**config.mk**
```make
export PLATFORM = sky130hd
export DESIGN_NAME = qus_top
export DESIGN_NICKNAME = d
export VERILOG_FILES = /design/src/qus_buf2.sv /design/src/qus_top.sv
export SDC_FILE = /design/constraint.sdc
export NUM_CORES = 1
export LEC_CHECK = 0
export BUFFER_PORTS_ARGS = -buffer_cell sky130_fd_sc_hd__buf_2
export CAP_MARGIN = 5
export CORE_ASPECT_RATIO = 2
export CORE_MARGIN = 10
export CORE_UTILIZATION = 60
export CTS_BUF_LIST = sky130_fd_sc_hd__clkbuf_8
export CTS_CLUSTER_SIZE = 24
export DETAILED_ROUTE_END_ITERATION = 8
export PLACE_DENSITY = 0.8
export SLEW_MARGIN = 20
export SYNTH_ARGS = -nofsm -noshare
export SYNTH_HDL_FRONTEND = slang
export SYNTH_SLANG_ARGS = --single-unit
```
**constraint.sdc**
```tcl
create_clock -name REF_CLK_I -period 3.18 [get_ports REF_CLK_I]
set_clock_uncertainty 0.2 [all_clocks]
set_input_delay 0.477 -clock REF_CLK_I [delete_from_list [all_inputs] [get_ports REF_CLK_I]]
set_output_delay 0.477 -clock REF_CLK_I [all_outputs]
set_load 0.005 [all_outputs]
```
**src/qus_buf2.sv**
```systemverilog
// Shared constants of the quad serial pin block, and the two-entry buffer
// that each channel uses on its transmit and its receive path.
// Assumes one clock and an asynchronous active-low reset.
`timescale 1ns/1ns
package qus_pkg;
  localparam int          NCH          = 4;
  localparam logic [15:0] BAUD_DIV_DEF = 16'h0036;
  localparam logic [15:0] DIV_ONE      = 16'h0001;
  localparam logic [3:0]  SUB_LAST     = 4'hf;
  localparam logic [3:0]  SUB_HALF     = 4'h7;
  localparam logic [3:0]  IR_PULSE     = 4'h3;
  localparam logic [3:0]  IR_HOLD      = 4'hf;
  localparam logic [3:0]  BIT_ONE      = 4'h1;
  localparam logic [3:0]  BIT_LAST     = 4'h9;
  localparam logic [7:0]  DATA_RST     = 8'h00;
  localparam logic [1:0]  BUF_DEPTH    = 2'h2;

  typedef struct packed {
    logic       tx_busy;
    logic [9:0] tx_sh;
    logic [3:0] tx_bit;
    logic [3:0] tx_sub;
    logic       tx_pin;
    logic       irtx_pin;
    logic       rx_s1;
    logic       rx_s2;
    logic [3:0] ir_hold;
    logic       rx_busy;
    logic [3:0] rx_bit;
    logic [3:0] rx_sub;
    logic [7:0] rx_sh;
    logic       rx_push;
    logic       cts_s1;
    logic       cts_s2;
    logic       dsr_s1;
    logic       dsr_s2;
    logic       cd_s1;
    logic       cd_s2;
    logic       rts_n;
    logic       dtr_n;
    logic       transmit_ready_n_n;
    logic       receive_ready_n_n;
  } qus_chan_t;

  localparam qus_chan_t CH_RST = '{tx_busy: 1'b0, tx_sh: 10'h3ff,
    tx_bit: 4'h0, tx_sub: 4'h0, tx_pin: 1'b1, irtx_pin: 1'b0,
    rx_s1: 1'b1, rx_s2: 1'b1, ir_hold: 4'h0, rx_busy: 1'b0,
    rx_bit: 4'h0, rx_sub: 4'h0, rx_sh: 8'h00, rx_push: 1'b0,
    cts_s1: 1'b1, cts_s2: 1'b1, dsr_s1: 1'b1, dsr_s2: 1'b1,
    cd_s1: 1'b1, cd_s2: 1'b1, rts_n: 1'b1, dtr_n: 1'b1,
    transmit_ready_n_n: 1'b1, receive_ready_n_n: 1'b1};
endpackage

module qus_buf2 #(
  parameter int WIDTH = 8
) (
  input  wire logic             clk_i,       // Clock
  input  wire logic             rst_n_i,     // Async reset, active low
  input  wire logic             in_valid_i,  // Writer offers a word
  input  wire logic [WIDTH-1:0] in_data_i,   // Word offered
  output logic                  in_ready_o,  // Room for a word
  output logic                  out_valid_o, // A word is held
  output logic      [WIDTH-1:0] out_data_o,  // Oldest word
  input  wire logic             out_ready_i  // Reader takes the word
);
  typedef struct packed {
    logic [1:0][WIDTH-1:0] mem;
    logic [1:0]            cnt;
    logic                  rdy;
    logic                  vld;
  } qus_buf_st_t;

  // Empty buffer has room, so ready rests high through reset
  localparam qus_buf_st_t BUF_RST = '{mem: '0, cnt: 2'h0, rdy: 1'b1,
    vld: 1'b0};

  qus_buf_st_t q;
  qus_buf_st_t d;

  // Flags are registered so that the top's ports come from flip-flops
  assign in_ready_o  = q.rdy;
  assign out_valid_o = q.vld;
  assign out_data_o  = q.mem[0];

  always_comb begin
    d = q;
    if (out_ready_i && q.vld) begin
      d.mem[0] = q.mem[1];
      d.cnt    = d.cnt - 2'h1;
    end
    // Pop first so that a push lands behind the word that stays
    if (in_valid_i && q.rdy) begin
      d.mem[d.cnt[0]] = in_data_i;
      d.cnt           = d.cnt + 2'h1;
    end
    d.rdy = (d.cnt != qus_pkg::BUF_DEPTH);
    d.vld = (d.cnt != 2'h0);
  end

  always_ff @(posedge clk_i or negedge rst_n_i) begin
    if (!rst_n_i) begin
      q <= BUF_RST;
    end else begin
      q <= d;
    end
  end
endmodule

```
**src/qus_top.sv**
```systemverilog
// Four-channel serial and modem pin block with FIFO status snapshot port.
// Assumes host logic on REF_CLK_I; pins are asynchronous and synchronised.
// Summary of operation
// - Status select low drives the status snapshot onto the data bus.
// - Snapshot bits 0..3 are inverted transmit-ready pins, channel A lowest.
// - Snapshot bits 4..7 are raw receive-ready pins, channel A in bit 4.
// - Snapshot read ignores register address lines entirely.
// - Infrared select clear: plain serial transmit, high in reset and idle.
// - Infrared select set: infrared coding on transmit and receive, idle low.
// - Dedicated infrared transmit pin always carries infrared code, idle low.
// - Clear-to-send gates transmission when automatic mode is enabled.
// - Request-to-send and terminal-ready outputs are active low, host driven.
// - Clear, set-ready and carrier inputs are active low, readable.
// - Set-ready and carrier inputs are status only, no effect on data.
// - Each channel drives active-low transmit-ready and receive-ready pins.
`timescale 1ns/1ns
module qus_top #(
  parameter logic [15:0] BAUD_DIV = qus_pkg::BAUD_DIV_DEF
) (
  input  wire logic            REF_CLK_I,          // 100 MHz clock
  input  wire logic            RSTN_I,             // Async reset, active low
  input  wire logic            FIFO_STATUS_SELECT_N_I, // Snapshot select
  output logic [7:0]           DATA_O,             // Host data bus out
  output logic                 DATA_OE_O,          // Data bus drive enable
  input  wire logic [3:0][7:0] TX_DATA_I,          // Words to send
  input  wire logic [3:0]      TX_VALID_I,         // Word offered
  output logic [3:0]           TX_READY_O,         // Word taken
  output logic [3:0][7:0]      RX_DATA_O,          // Received words
  output logic [3:0]           RX_VALID_O,         // Received word held
  input  wire logic [3:0]      RX_READY_I,         // Host takes the word
  input  wire logic [3:0]      INFRARED_SELECT_I,  // Infrared mode bit
  input  wire logic [3:0]      REQUEST_TO_SEND_BIT_I, // Assert RTS
  input  wire logic [3:0]      DATA_TERMINAL_READY_BIT_I, // Assert DTR
  input  wire logic [3:0]      AUTO_RTS_ENABLE_I,  // Automatic RTS
  input  wire logic [3:0]      AUTO_CTS_ENABLE_I,  // Automatic CTS
  output logic [3:0]           TX_O,               // Serial transmit pins
  output logic [3:0]           INFRARED_TX_O,      // Infrared transmit pins
  input  wire logic [3:0]      RX_I,               // Serial receive pins
  output logic [3:0]           RTS_N_O,            // Request to send
  output logic [3:0]           DTR_N_O,            // Terminal ready
  input  wire logic [3:0]      CTS_N_I,            // Clear to send
  input  wire logic [3:0]      DSR_N_I,            // Data set ready
  input  wire logic [3:0]      CD_N_I,             // Carrier detect
  output logic [3:0]           CTS_STATUS_O,       // CTS asserted
  output logic [3:0]           DSR_STATUS_O,       // DSR asserted
  output logic [3:0]           CD_STATUS_O,        // Carrier asserted
  output logic [3:0]           TRANSMIT_READY_N_O, // Transmit buffer room
  output logic [3:0]           RECEIVE_READY_N_O   // Receive data held
);
  typedef struct packed {
    qus_pkg::qus_chan_t [3:0] ch;
    logic [15:0]              div;
    logic                     tick;
    logic                     fsel_s1;
    logic                     fsel_s2;
    logic [3:0]               rx_s3;
    logic [7:0]               data;
    logic                     data_oe;
  } qus_st_t;

  localparam qus_st_t ST_RST = '{ch: {qus_pkg::NCH{qus_pkg::CH_RST}},
    div: 16'h0000, tick: 1'b0, fsel_s1: 1'b1, fsel_s2: 1'b1, rx_s3: 4'hf,
    data: qus_pkg::DATA_RST, data_oe: 1'b0};

  qus_st_t          q;
  qus_st_t          d;
  logic [3:0]       txb_valid;
  logic [3:0][7:0]  txb_data;
  logic [3:0]       txb_pop;
  logic [3:0]       rxb_ready;

  genvar g;
  generate
    for (g = 0; g < qus_pkg::NCH; g++) begin : g_ch
      qus_buf2 #(
        .WIDTH (8)
      ) u_txb (
        .clk_i       (REF_CLK_I),
        .rst_n_i     (RSTN_I),
        .in_valid_i  (TX_VALID_I[g]),
        .in_data_i   (TX_DATA_I[g]),
        .in_ready_o  (TX_READY_O[g]),
        .out_valid_o (txb_valid[g]),
        .out_data_o  (txb_data[g]),
        .out_ready_i (txb_pop[g])
      );
      qus_buf2 #(
        .WIDTH (8)
      ) u_rxb (
        .clk_i       (REF_CLK_I),
        .rst_n_i     (RSTN_I),
        .in_valid_i  (q.ch[g].rx_push),
        .in_data_i   (q.ch[g].rx_sh),
        .in_ready_o  (rxb_ready[g]),
        .out_valid_o (RX_VALID_O[g]),
        .out_data_o  (RX_DATA_O[g]),
        .out_ready_i (RX_READY_I[g])
      );
      assign TX_O[g]               = q.ch[g].tx_pin;
      assign INFRARED_TX_O[g]      = q.ch[g].irtx_pin;
      assign RTS_N_O[g]            = q.ch[g].rts_n;
      assign DTR_N_O[g]            = q.ch[g].dtr_n;
      assign CTS_STATUS_O[g]       = ~q.ch[g].cts_s2;
      assign DSR_STATUS_O[g]       = ~q.ch[g].dsr_s2;
      assign CD_STATUS_O[g]        = ~q.ch[g].cd_s2;
      assign TRANSMIT_READY_N_O[g] = q.ch[g].transmit_ready_n_n;
      assign RECEIVE_READY_N_O[g]  = q.ch[g].receive_ready_n_n;
    end
  endgenerate

  assign DATA_O    = q.data;
  assign DATA_OE_O = q.data_oe;

  always_comb begin
    logic line;
    logic ser;
    logic [3:0] txr_n;
    logic [3:0] rxr_n;
    line  = 1'b1;
    ser   = 1'b1;
    txr_n = '0;
    rxr_n = '0;
    d = q;
    txb_pop = '0;
    // Shared 16x bit-rate tick
    d.tick = 1'b0;
    if (q.div >= BAUD_DIV - qus_pkg::DIV_ONE) begin
      d.div  = '0;
      d.tick = 1'b1;
    end else begin
      d.div = q.div + qus_pkg::DIV_ONE;
    end
    d.fsel_s1 = FIFO_STATUS_SELECT_N_I;
    d.fsel_s2 = q.fsel_s1;
    for (int i = 0; i < qus_pkg::NCH; i++) begin
      d.ch[i].rx_s1  = RX_I[i];
      d.ch[i].rx_s2  = q.ch[i].rx_s1;
      d.ch[i].cts_s1 = CTS_N_I[i];
      d.ch[i].cts_s2 = q.ch[i].cts_s1;
      d.ch[i].dsr_s1 = DSR_N_I[i];
      d.ch[i].dsr_s2 = q.ch[i].dsr_s1;
      d.ch[i].cd_s1  = CD_N_I[i];
      d.ch[i].cd_s2  = q.ch[i].cd_s1;
      d.ch[i].rx_push = 1'b0;
      // Infrared receive: a high pulse is stretched to one bit of zero.
      // Only a rising edge starts a pulse, so a line left high by plain
      // mode is not taken for a start bit when infrared is switched on.
      d.rx_s3[i] = q.ch[i].rx_s2;
      if (!INFRARED_SELECT_I[i]) begin
        d.ch[i].ir_hold = 4'h0;
      end else if (q.ch[i].rx_s2
                   && (!q.rx_s3[i] || q.ch[i].ir_hold != 4'h0)) begin
        d.ch[i].ir_hold = qus_pkg::IR_HOLD;
      end else if (q.tick && q.ch[i].ir_hold != 4'h0) begin
        d.ch[i].ir_hold = q.ch[i].ir_hold - 4'h1;
      end
      line = INFRARED_SELECT_I[i] ? (q.ch[i].ir_hold == 4'h0)
                                  : q.ch[i].rx_s2;
      if (q.tick) begin
        if (!q.ch[i].rx_busy) begin
          if (!line) begin
            d.ch[i].rx_busy = 1'b1;
            d.ch[i].rx_bit  = 4'h0;
            d.ch[i].rx_sub  = 4'h0;
          end
        end else if (q.ch[i].rx_bit == 4'h0) begin
          d.ch[i].rx_sub = q.ch[i].rx_sub + 4'h1;
          if (q.ch[i].rx_sub == qus_pkg::SUB_HALF) begin
            // A start that is gone at mid-bit was noise
            d.ch[i].rx_busy = ~line;
            d.ch[i].rx_bit  = qus_pkg::BIT_ONE;
            d.ch[i].rx_sub  = 4'h0;
          end
        end else begin
          d.ch[i].rx_sub = q.ch[i].rx_sub + 4'h1;
          if (q.ch[i].rx_sub == qus_pkg::SUB_LAST) begin
            d.ch[i].rx_sub = 4'h0;
            d.ch[i].rx_bit = q.ch[i].rx_bit + 4'h1;
            if (q.ch[i].rx_bit == qus_pkg::BIT_LAST) begin
              // Framing error drops the word; a full buffer overruns
              d.ch[i].rx_busy = 1'b0;
              d.ch[i].rx_push = line;
            end else begin
              d.ch[i].rx_sh = {line, q.ch[i].rx_sh[7:1]};
            end
          end
        end
      end
      // Transmitter; the buffer is drained only on a tick
      if (q.tick) begin
        if (!q.ch[i].tx_busy) begin
          if (txb_valid[i] && (!AUTO_CTS_ENABLE_I[i]
                               || !q.ch[i].cts_s2)) begin
            txb_pop[i]      = 1'b1;
            d.ch[i].tx_sh   = {1'b1, txb_data[i], 1'b0};
            d.ch[i].tx_busy = 1'b1;
            d.ch[i].tx_bit  = 4'h0;
            d.ch[i].tx_sub  = 4'h0;
          end
        end else begin
          d.ch[i].tx_sub = q.ch[i].tx_sub + 4'h1;
          if (q.ch[i].tx_sub == qus_pkg::SUB_LAST) begin
            d.ch[i].tx_sh  = {1'b1, q.ch[i].tx_sh[9:1]};
            d.ch[i].tx_bit = q.ch[i].tx_bit + 4'h1;
            if (q.ch[i].tx_bit == qus_pkg::BIT_LAST) begin
              d.ch[i].tx_busy = 1'b0;
            end
          end
        end
      end
      ser = ~q.ch[i].tx_busy | q.ch[i].tx_sh[0];
      d.ch[i].irtx_pin = ~ser
                         && (q.ch[i].tx_sub < qus_pkg::IR_PULSE);
      d.ch[i].tx_pin = INFRARED_SELECT_I[i] ? d.ch[i].irtx_pin
                                            : ser;
      // Automatic RTS drops the request while the receive buffer is full
      d.ch[i].rts_n = ~(REQUEST_TO_SEND_BIT_I[i]
                        && (!AUTO_RTS_ENABLE_I[i] || rxb_ready[i]));
      d.ch[i].dtr_n   = ~DATA_TERMINAL_READY_BIT_I[i];
      d.ch[i].transmit_ready_n_n = ~TX_READY_O[i];
      d.ch[i].receive_ready_n_n = ~RX_VALID_O[i];
      txr_n[i] = q.ch[i].transmit_ready_n_n;
      rxr_n[i] = q.ch[i].receive_ready_n_n;
    end
    // No address is decoded: the select alone steers the bus
    d.data    = {rxr_n, ~txr_n};
    d.data_oe = ~q.fsel_s2;
  end

  always_ff @(posedge REF_CLK_I or negedge RSTN_I) begin
    if (!RSTN_I) begin
      q <= ST_RST;
    end else begin
      q <= d;
    end
  end
endmodule

```
==> results by group, run 1 <==
Outcome
  • Status: complete, no violations

Placement
  • Setup WS pre-CTS: 0.476 ns
  • Port Buf Inserts: 163
  • Post-placement cell area: 19400 µm²
  • Post-DP HPWL: 25200 µm
  • Routability cong.: 0.827

Layout
  • Area grow syn2layout: 14.6%
  • Fill cell count: 2157
  • Fin area: 21300 µm²
  • Share of post-route cells with drive strength above 1: 35.9%
  • Register Area: 10400 µm²
  • Multi-input gate area: 7130 µm²
  • Nets: 1835

Die
  • Die W: 145 µm
  • Num rows: 91
  • Core Box Area: 30700 µm²
  • Initial Utilization: 60.6%
  • I/O pin cnt: 164
  • Die Y: 269 µm
  • Die area: 38900 µm²

Global routing
  • GRT overflow: 0
  • Initial antenna violation count: 2
  • Vias in the first global route: 12900
  • Largest net degree at the start of global routing: 76
  • GRT Util Overall: 19.4%
  • First-pass GRT wire length: 62500 µm

STA
  • Final worst slack: 0.660 ns
  • Fin. Hold Viols: 0
  • Worst-Margin Slew: 0.771 ns
  • # setup viols final: 0
  • RSZ-0062 raised after global routing: no
  • Min cycle time layout: 2.52 ns
  • Final period util: 79.2%
  • Setup tns final: 0 ns
  • Max Fclk: 397 MHz
  • Slew Limit Headroom: 48.2%
  • Max Slew Vio Count: 0

Setup path
  • Crit Path Max Fanout: 22
  • Worst path max stage delay: 0.58 ns
  • Crit path capture type: flip-flop
  • Reg2reg path depth: 5
  • R2R Setup Slk: 0.66 ns
  • Worst Path Required: 3.49 ns
  • Critical path buffer and inverter count: 1
  • Crit-path leading delay family: flip-flops
  • Critical path arrival: 2.83 ns
  • Cell count along the critical path: 5
  • Critical-path cell list: inv_2 > nor3_4 > xor2_1 > ha_1 > mux2_2
  • CP max-delay cell: dfrtp_4
  • CP Class: reg -> reg
  • Worst flop-to-flop path startpoint: q[15]$_DFF_PN0_
  • Worst setup SP type: flip-flop
  • CP Launch Point: q[15]$_DFF_PN0_

Clock tree
  • CTS buffer count: 56
  • Cts hold-fix bufs: 66
  • Register clock-pin slew on the reported worst setup and hold paths: 0.07 ns
  • Worst-Skew Late Latency: 0.63 ns
  • CTS tree: done
  • Clock Tree Buf Depth: 3
  • CTS resizes: 0
  • Post-CTS Setup Bufs: 0
  • Clk sink count: 412
  • H-tree depth: 2
  • Root buf cell: clkbuf_8

Synth
  • Sequential area share after synthesis: 56.1%
  • Synth top area share: 41.1%
  • Ys flop type: dfrtp_1
  • Synth Register Bits: 412
  • Post-Syn Instances: 1517
  • Most numerous cell in the Yosys netlist: dfrtp_1
  • Yosys cell types: 77
  • Synth area leaders: dfrtp_1 (41%), dfstp_2 (15%), mux2_2 (14%), ha_1 (3.2%), buf_4 (2.9%)
  • Post-synthesis cell area: 18600 µm²
  • Post-synth EDFFs: 0
  • Mean area per synthesized cell: 12.3 µm²
  • Yosys top cell by area: dfrtp_1
  • Ys async rst share: 100%
  • Commonest cells post-synth: dfrtp_1 (306), mux2_2 (224), dfstp_2 (106)
  • YS warnings: 0

Drt
  • Antenna Nets Post-Route: 0
  • Post-Route WL: 37400 µm
  • Post-DR vias/cell: 5.67
  • 1st-pass router iterations: 6
  • WL/cell: 17.6 µm
  • # DRC: 0
  • Via count: 12100
  • DRT iter0 DRCs: 562

Pwr
  • Peak VDD IR: 0.000515 V
  • PwrDens: 784 nW/µm²
  • Leak: 10.0 nW

Run
  • Max Cap Viol: 0

Hold path
  • Hold Startpoint: AUTO_CTS_ENABLE_I[2]
  • Worst Hold Path Cells: 4
  • Hold Path Class: in -> reg
-- final cells by class --
class / count / share of cell area, %
diodes: 1 / 0.0117
clock buffers: 75 / 4.84
clock inverters: 31 / 1.15
inverters: 80 / 1.41
multi-input cells: 906 / 33.4
flip-flops and latches: 412 / 48.9
well taps: 372 / 2.18
repair buffers: 253 / 8.10
-- cell usage in the layout (no fill, tap or decap), types with 13 or more instances in the layout --
master / netlist / final
dfrtp_1: 306 / 305
mux2_2: 224 / 224
buf_2: 23 / 162
dfstp_2: 106 / 106
inv_1: 79 / 96
clkbuf_8: 0 / 75
nand2_1: 69 / 69
dlygate4sd3_1: 0 / 66
o21ai_0: 62 / 61
nand3_1: 51 / 51
ha_1: 47 / 47
nor2_1: 41 / 41
a21oi_1: 38 / 38
nor3_1: 37 / 37
a22oi_1: 36 / 36
nand2b_1: 20 / 20
buf_4: 73 / 19
xnor2_1: 18 / 18
and2_1: 17 / 17
a22o_1: 17 / 17
a32o_1: 16 / 16
o2bb2ai_1: 14 / 14
and3_1: 13 / 13
-- registers in the layout, indices dropped and copies added (netlist names) --
name	cells
RECEIVE_READY_N_O	4
TX_O	4
DATA_O	8
INFRARED_TX_O	4
g_ch.u_txb.out_valid_o	4
g_ch.u_rxb.out_valid_o	4
g_ch.u_txb.in_ready_o	4
TRANSMIT_READY_N_O	4
d	21
g_ch.u_rxb.out_data_o	32
g_ch.u_rxb.q	40
g_ch.u_txb.out_data_o	32
DTR_N_O	4
g_ch.u_txb.q	40
q	198
g_ch.u_rxb.in_ready_o	4
RTS_N_O	4
DATA_OE_O	1
-- logic make-up (layout without fill, tap and decap cells) --
kind of cell,Yosys count,after routing,synth area share (%)
and+or+nand+nor,329,329,9.58
other,1,11,0.0201
xor gates and xnor gates,26,26,1.22
AOI/OAI and AO/OA,255,255,9.59
adders and majority gates,47,47,3.16
buffers and inverters,208,439,5.83
DFF,412,412,56.1
muxes,239,239,14.5
-- per-layer routing --
metal  part of all wire [%]  track usage, %  vias up
li1                       -               -     5698
met1                     37            20.7     6025
met5                  0.035               0        -
met4                    3.4            8.31        2
met3                    4.5            3.66       92
met2                     55            35.7      254
-- path summary, 6_finish.rpt --
kind                                                              end
worst max-delay path                  g_ch[0].u_txb.q[17]$_DFFE_PN0P_
worst min-delay path                               q[196]$_DFFE_PN0P_
worst max register to register        g_ch[0].u_txb.q[17]$_DFFE_PN0P_
worst min register to register                         d[9]$_DFF_PN1_
max in group asynchronous              RECEIVE_READY_N_O[0]$_DFF_PN1_
min in group asynchronous       g_ch[1].u_txb.out_data_o[1]$_DFF_PN0_
-- where the power goes --
| group | internal [mW] | total [mW] | switching (mW) |
|---|---|---|---|
| sequential | 6.90 | 8.00 | 1.11 |
| combinational | 2.27 | 4.28 | 2.01 |
| clock | 2.44 | 4.46 | 2.02 |
| total | 11.6 | 16.7 | 5.14 |
-- tightest hold or removal path, cell delays in order --
cell	delay (ns)
buf_2	0.11
a21boi_2	0.09
a21oi_1	0.15
nor2_1	0.04
-- through the flow --
| stage | power (mW) | hold slack [ns] | utilization, % | cells |
|---|---|---|---|---|
| floorplan | 11.2 | -0.0186 | - | 1526 |
| global placement | 11.9 | 0.146 | 63.1 | 1957 |
| detailed placement | 12.3 | 0.147 | 63.1 | 1957 |
| CTS | 16.9 | 0.0102 | 69.4 | 2129 |
| global route | 17.8 | 0.0548 | 69.4 | 2130 |
| finish | 16.7 | 0.0706 | 69.4 | 2130 |
No activity file was read; power rests on OpenSTA's default activity.
==> inputs of run 2 (changes only) <==
--- a/config.mk
+++ b/config.mk
@@ -9,11 +9,11 @@
 export CAP_MARGIN = 5
 export CORE_ASPECT_RATIO = 2
 export CORE_MARGIN = 10
-export CORE_UTILIZATION = 60
+export CORE_UTILIZATION = 56
 export CTS_BUF_LIST = sky130_fd_sc_hd__clkbuf_8
 export CTS_CLUSTER_SIZE = 24
 export DETAILED_ROUTE_END_ITERATION = 8
-export PLACE_DENSITY = 0.8
+export PLACE_DENSITY = 0.79
 export SLEW_MARGIN = 20
 export SYNTH_ARGS = -nofsm -noshare
 export SYNTH_HDL_FRONTEND = slang
==> constraint.sdc (replaced) <==
create_clock -name REF_CLK_I -period 2.3 [get_ports REF_CLK_I]
set_clock_uncertainty 0.2 [all_clocks]
set_input_delay 0.345 -clock REF_CLK_I [delete_from_list [all_inputs] [get_ports REF_CLK_I]]
set_output_delay 0.345 -clock REF_CLK_I [all_outputs]
set_load 0.005 [all_outputs]
==> results by group, run 2 (synthesis results as in run 1) <==
Outcome
  • Status: complete, no violations

Pwr
  • Leak: 10.2 nW
  • PwrDens: 1060 nW/µm²
  • Sw Ratio: 30.7%
  • Combinational power share: 26.6%
  • Clock power share: 25.2%
  • Design Power: 23.0 mW
  • Seq pwr share: 48.2%
  • P_int: 15.9 mW
  • P_sw: 7.06 mW
  • Peak VDD IR: 0.000851 V

Setup path
  • Worst Path Required: 2.60 ns
  • Worst setup SP type: flip-flop
  • CP Class: reg -> reg
  • CP max-delay cell: dfrtp_2
  • Crit Path Max Fanout: 11
  • Worst flop-to-flop path startpoint: q[15]$_DFF_PN0_
  • Worst path max stage delay: 0.55 ns
  • Critical-path cell list: inv_2 > nor3_4 > xor2_1 > ha_1 > mux2_2
  • FF-to-FF End: g_ch[0].u_txb.q[17]$_DFFE_PN0P_
  • Critical path arrival: 2.49 ns
  • Reg2reg path depth: 5
  • R2R Setup Slk: 0.11 ns
  • Crit path capture type: flip-flop
  • Critical path buffer and inverter count: 1
  • Crit-path leading delay family: flip-flops

Layout
  • Commonest non-fill, non-tap cell in the layout: dfrtp_1
  • Multi-input gate area: 7130 µm²
  • Area grow syn2layout: 17.1%
  • Nets: 1881
  • Share of post-route cells with drive strength above 1: 36.8%
  • Most frequent cells in the layout: dfrtp_1 (305), mux2_2 (224), buf_2 (162)
  • Max FFs per register: 198
  • Largest register by flop count: q
  • Fin area: 21800 µm²
  • Largest regs: q x198, g_ch.u_rxb.q x40, g_ch.u_txb.q x40
  • Register Area: 10400 µm²
  • Layout Cells excl Fill: 2238
  • Fill cell count: 2403

Die
  • I/O pin cnt: 164
  • Die Y: 278 µm
  • Num rows: 94
  • Die W: 149 µm
  • Die area: 41400 µm²
  • Core Box Area: 32900 µm²
  • Initial Utilization: 56.5%

Drt
  • Post-Route WL: 37700 µm
  • Via count: 12300
  • Post-DR vias/cell: 5.51
  • WL/cell: 16.9 µm
  • 1st-pass router iterations: 4
  • DRT iter0 DRCs: 520
  • # DRC: 0
  • Antenna Nets Post-Route: 0

Hold path
  • Worst Hold Path Cells: 3
  • Worst Hold Endpoint: g_ch[1].u_txb.q[2]$_DFF_PN0_
  • Hold Path Class: in -> reg
  • Hold Startpoint: TX_VALID_I[1]

STA
  • Slew Limit Headroom: 59.0%
  • # setup viols final: 0
  • Min Hold Slack: 0.0644 ns
  • RSZ-0062 raised after global routing: no
  • Max Fclk: 456 MHz
  • Worst-Margin Slew: 0.615 ns
  • Fin. Hold Viols: 0
  • Setup tns final: 0 ns
  • Max Slew Vio Count: 0
  • Min cycle time layout: 2.19 ns
  • Final period util: 95.3%

Global routing
  • Initial antenna violation count: 2
  • GRT overflow: 0
  • Vias in the first global route: 13400
  • First-pass GRT wire length: 63700 µm
  • GRT Util Overall: 18.3%
  • Largest net degree at the start of global routing: 63

Placement
  • Post-DP HPWL: 27000 µm
  • Port Buf Inserts: 163
  • Post-placement cell area: 19900 µm²
  • Routability cong.: 0.801
  • Placed insts: 2057

Clock tree
  • Clock Tree Buf Depth: 3
  • CTS buffer count: 57
  • H-tree depth: 2
  • Worst-Skew Late Latency: 0.62 ns
  • CTS tree: done
  • Register clock-pin slew on the reported worst setup and hold paths: 0.07 ns
  • Post-CTS Setup Bufs: 0
  • Clk sink count: 412
  • Root buf cell: clkbuf_8

Run
  • Max Cap Viol: 0
==> run 2: cell type report <==
| type | count | share of cell area, % |
|---|---|---|
| antenna | 2 | 0.0230 |
| clock buffer | 70 | 4.42 |
| clock inverter | 38 | 1.13 |
| inverter | 80 | 1.38 |
| multi-input combinational | 906 | 32.7 |
| sequential | 412 | 47.9 |
| tap | 432 | 2.48 |
| timing repair buffer | 298 | 9.94 |
==> run 2: routing by layer <==
metal,up-vias,routed length (µm),GRT usage (%)
met5,-,0,0
met4,0,1040,7.10
met3,81,1910,3.73
met2,286,21100,34.9
met1,6177,13600,18.7
li1,5798,-,-
==> run 2: through the flow <==
stage | setup WS, ns | util (%)
floorplan | 0.0309 | -
global placement | 0.147 | 60.3
global route | 0.0115 | 66.2
CTS | 0.0195 | 66.2
finish | 0.109 | 66.2
detailed placement | 0.0362 | 60.3
==> run 2: timing repair <==
| action | 4_1_cts | 5_1_grt |
|---|---|---|
| resized for setup | 0 | 2 |
| setup endpoints to repair | 0 | 11 |
| hold endpoints to repair | 445 | 0 |
| hold buffers | 71 | 0 |
==> run 2: how the worst max path moves through the flow <==
stage / startpoint / endpoint / slack, ns / cells past startpoint
after floorplan: AUTO_CTS_ENABLE_I[0] / g_ch[0].u_txb.q[12]$_DFFE_PN0P_ / 0.03 / 8
after detailed placement: q[111]$_DFFE_PN0P_ / q[101]$_DFFE_PN0P_ / 0.04 / 6
after CTS: q[111]$_DFFE_PN0P_ / q[101]$_DFFE_PN0P_ / 0.02 / 6
final: q[15]$_DFF_PN0_ / g_ch[0].u_txb.q[17]$_DFFE_PN0P_ / 0.11 / 5
after global placement: AUTO_CTS_ENABLE_I[0] / g_ch[0].u_txb.q[12]$_DFFE_PN0P_ / 0.15 / 6
after global routing: q[170]$_DFFE_PN0P_ / q[161]$_DFFE_PN0P_ / 0.01 / 6
==> run 2: worst min-delay path, delay by kind of cell <==
| kind | cells | cell delay (ns) |
|---|---|---|
| buf+inv | 1 | 0.11 |
| fa+ha+maj | 1 | 0.20 |
| simple gates | 1 | 0.17 |
==> run 2: power by group through the flow <==
stage	combinational (mW)	clock, mW	sequential [mW]
finish	6.13	5.80	11.1
global route	6.88	6.30	11.3
CTS	6.18	6.01	11.1
detailed placement	6.06	0	11.2
global placement	5.71	0	11.0
floorplan	4.87	0	10.6
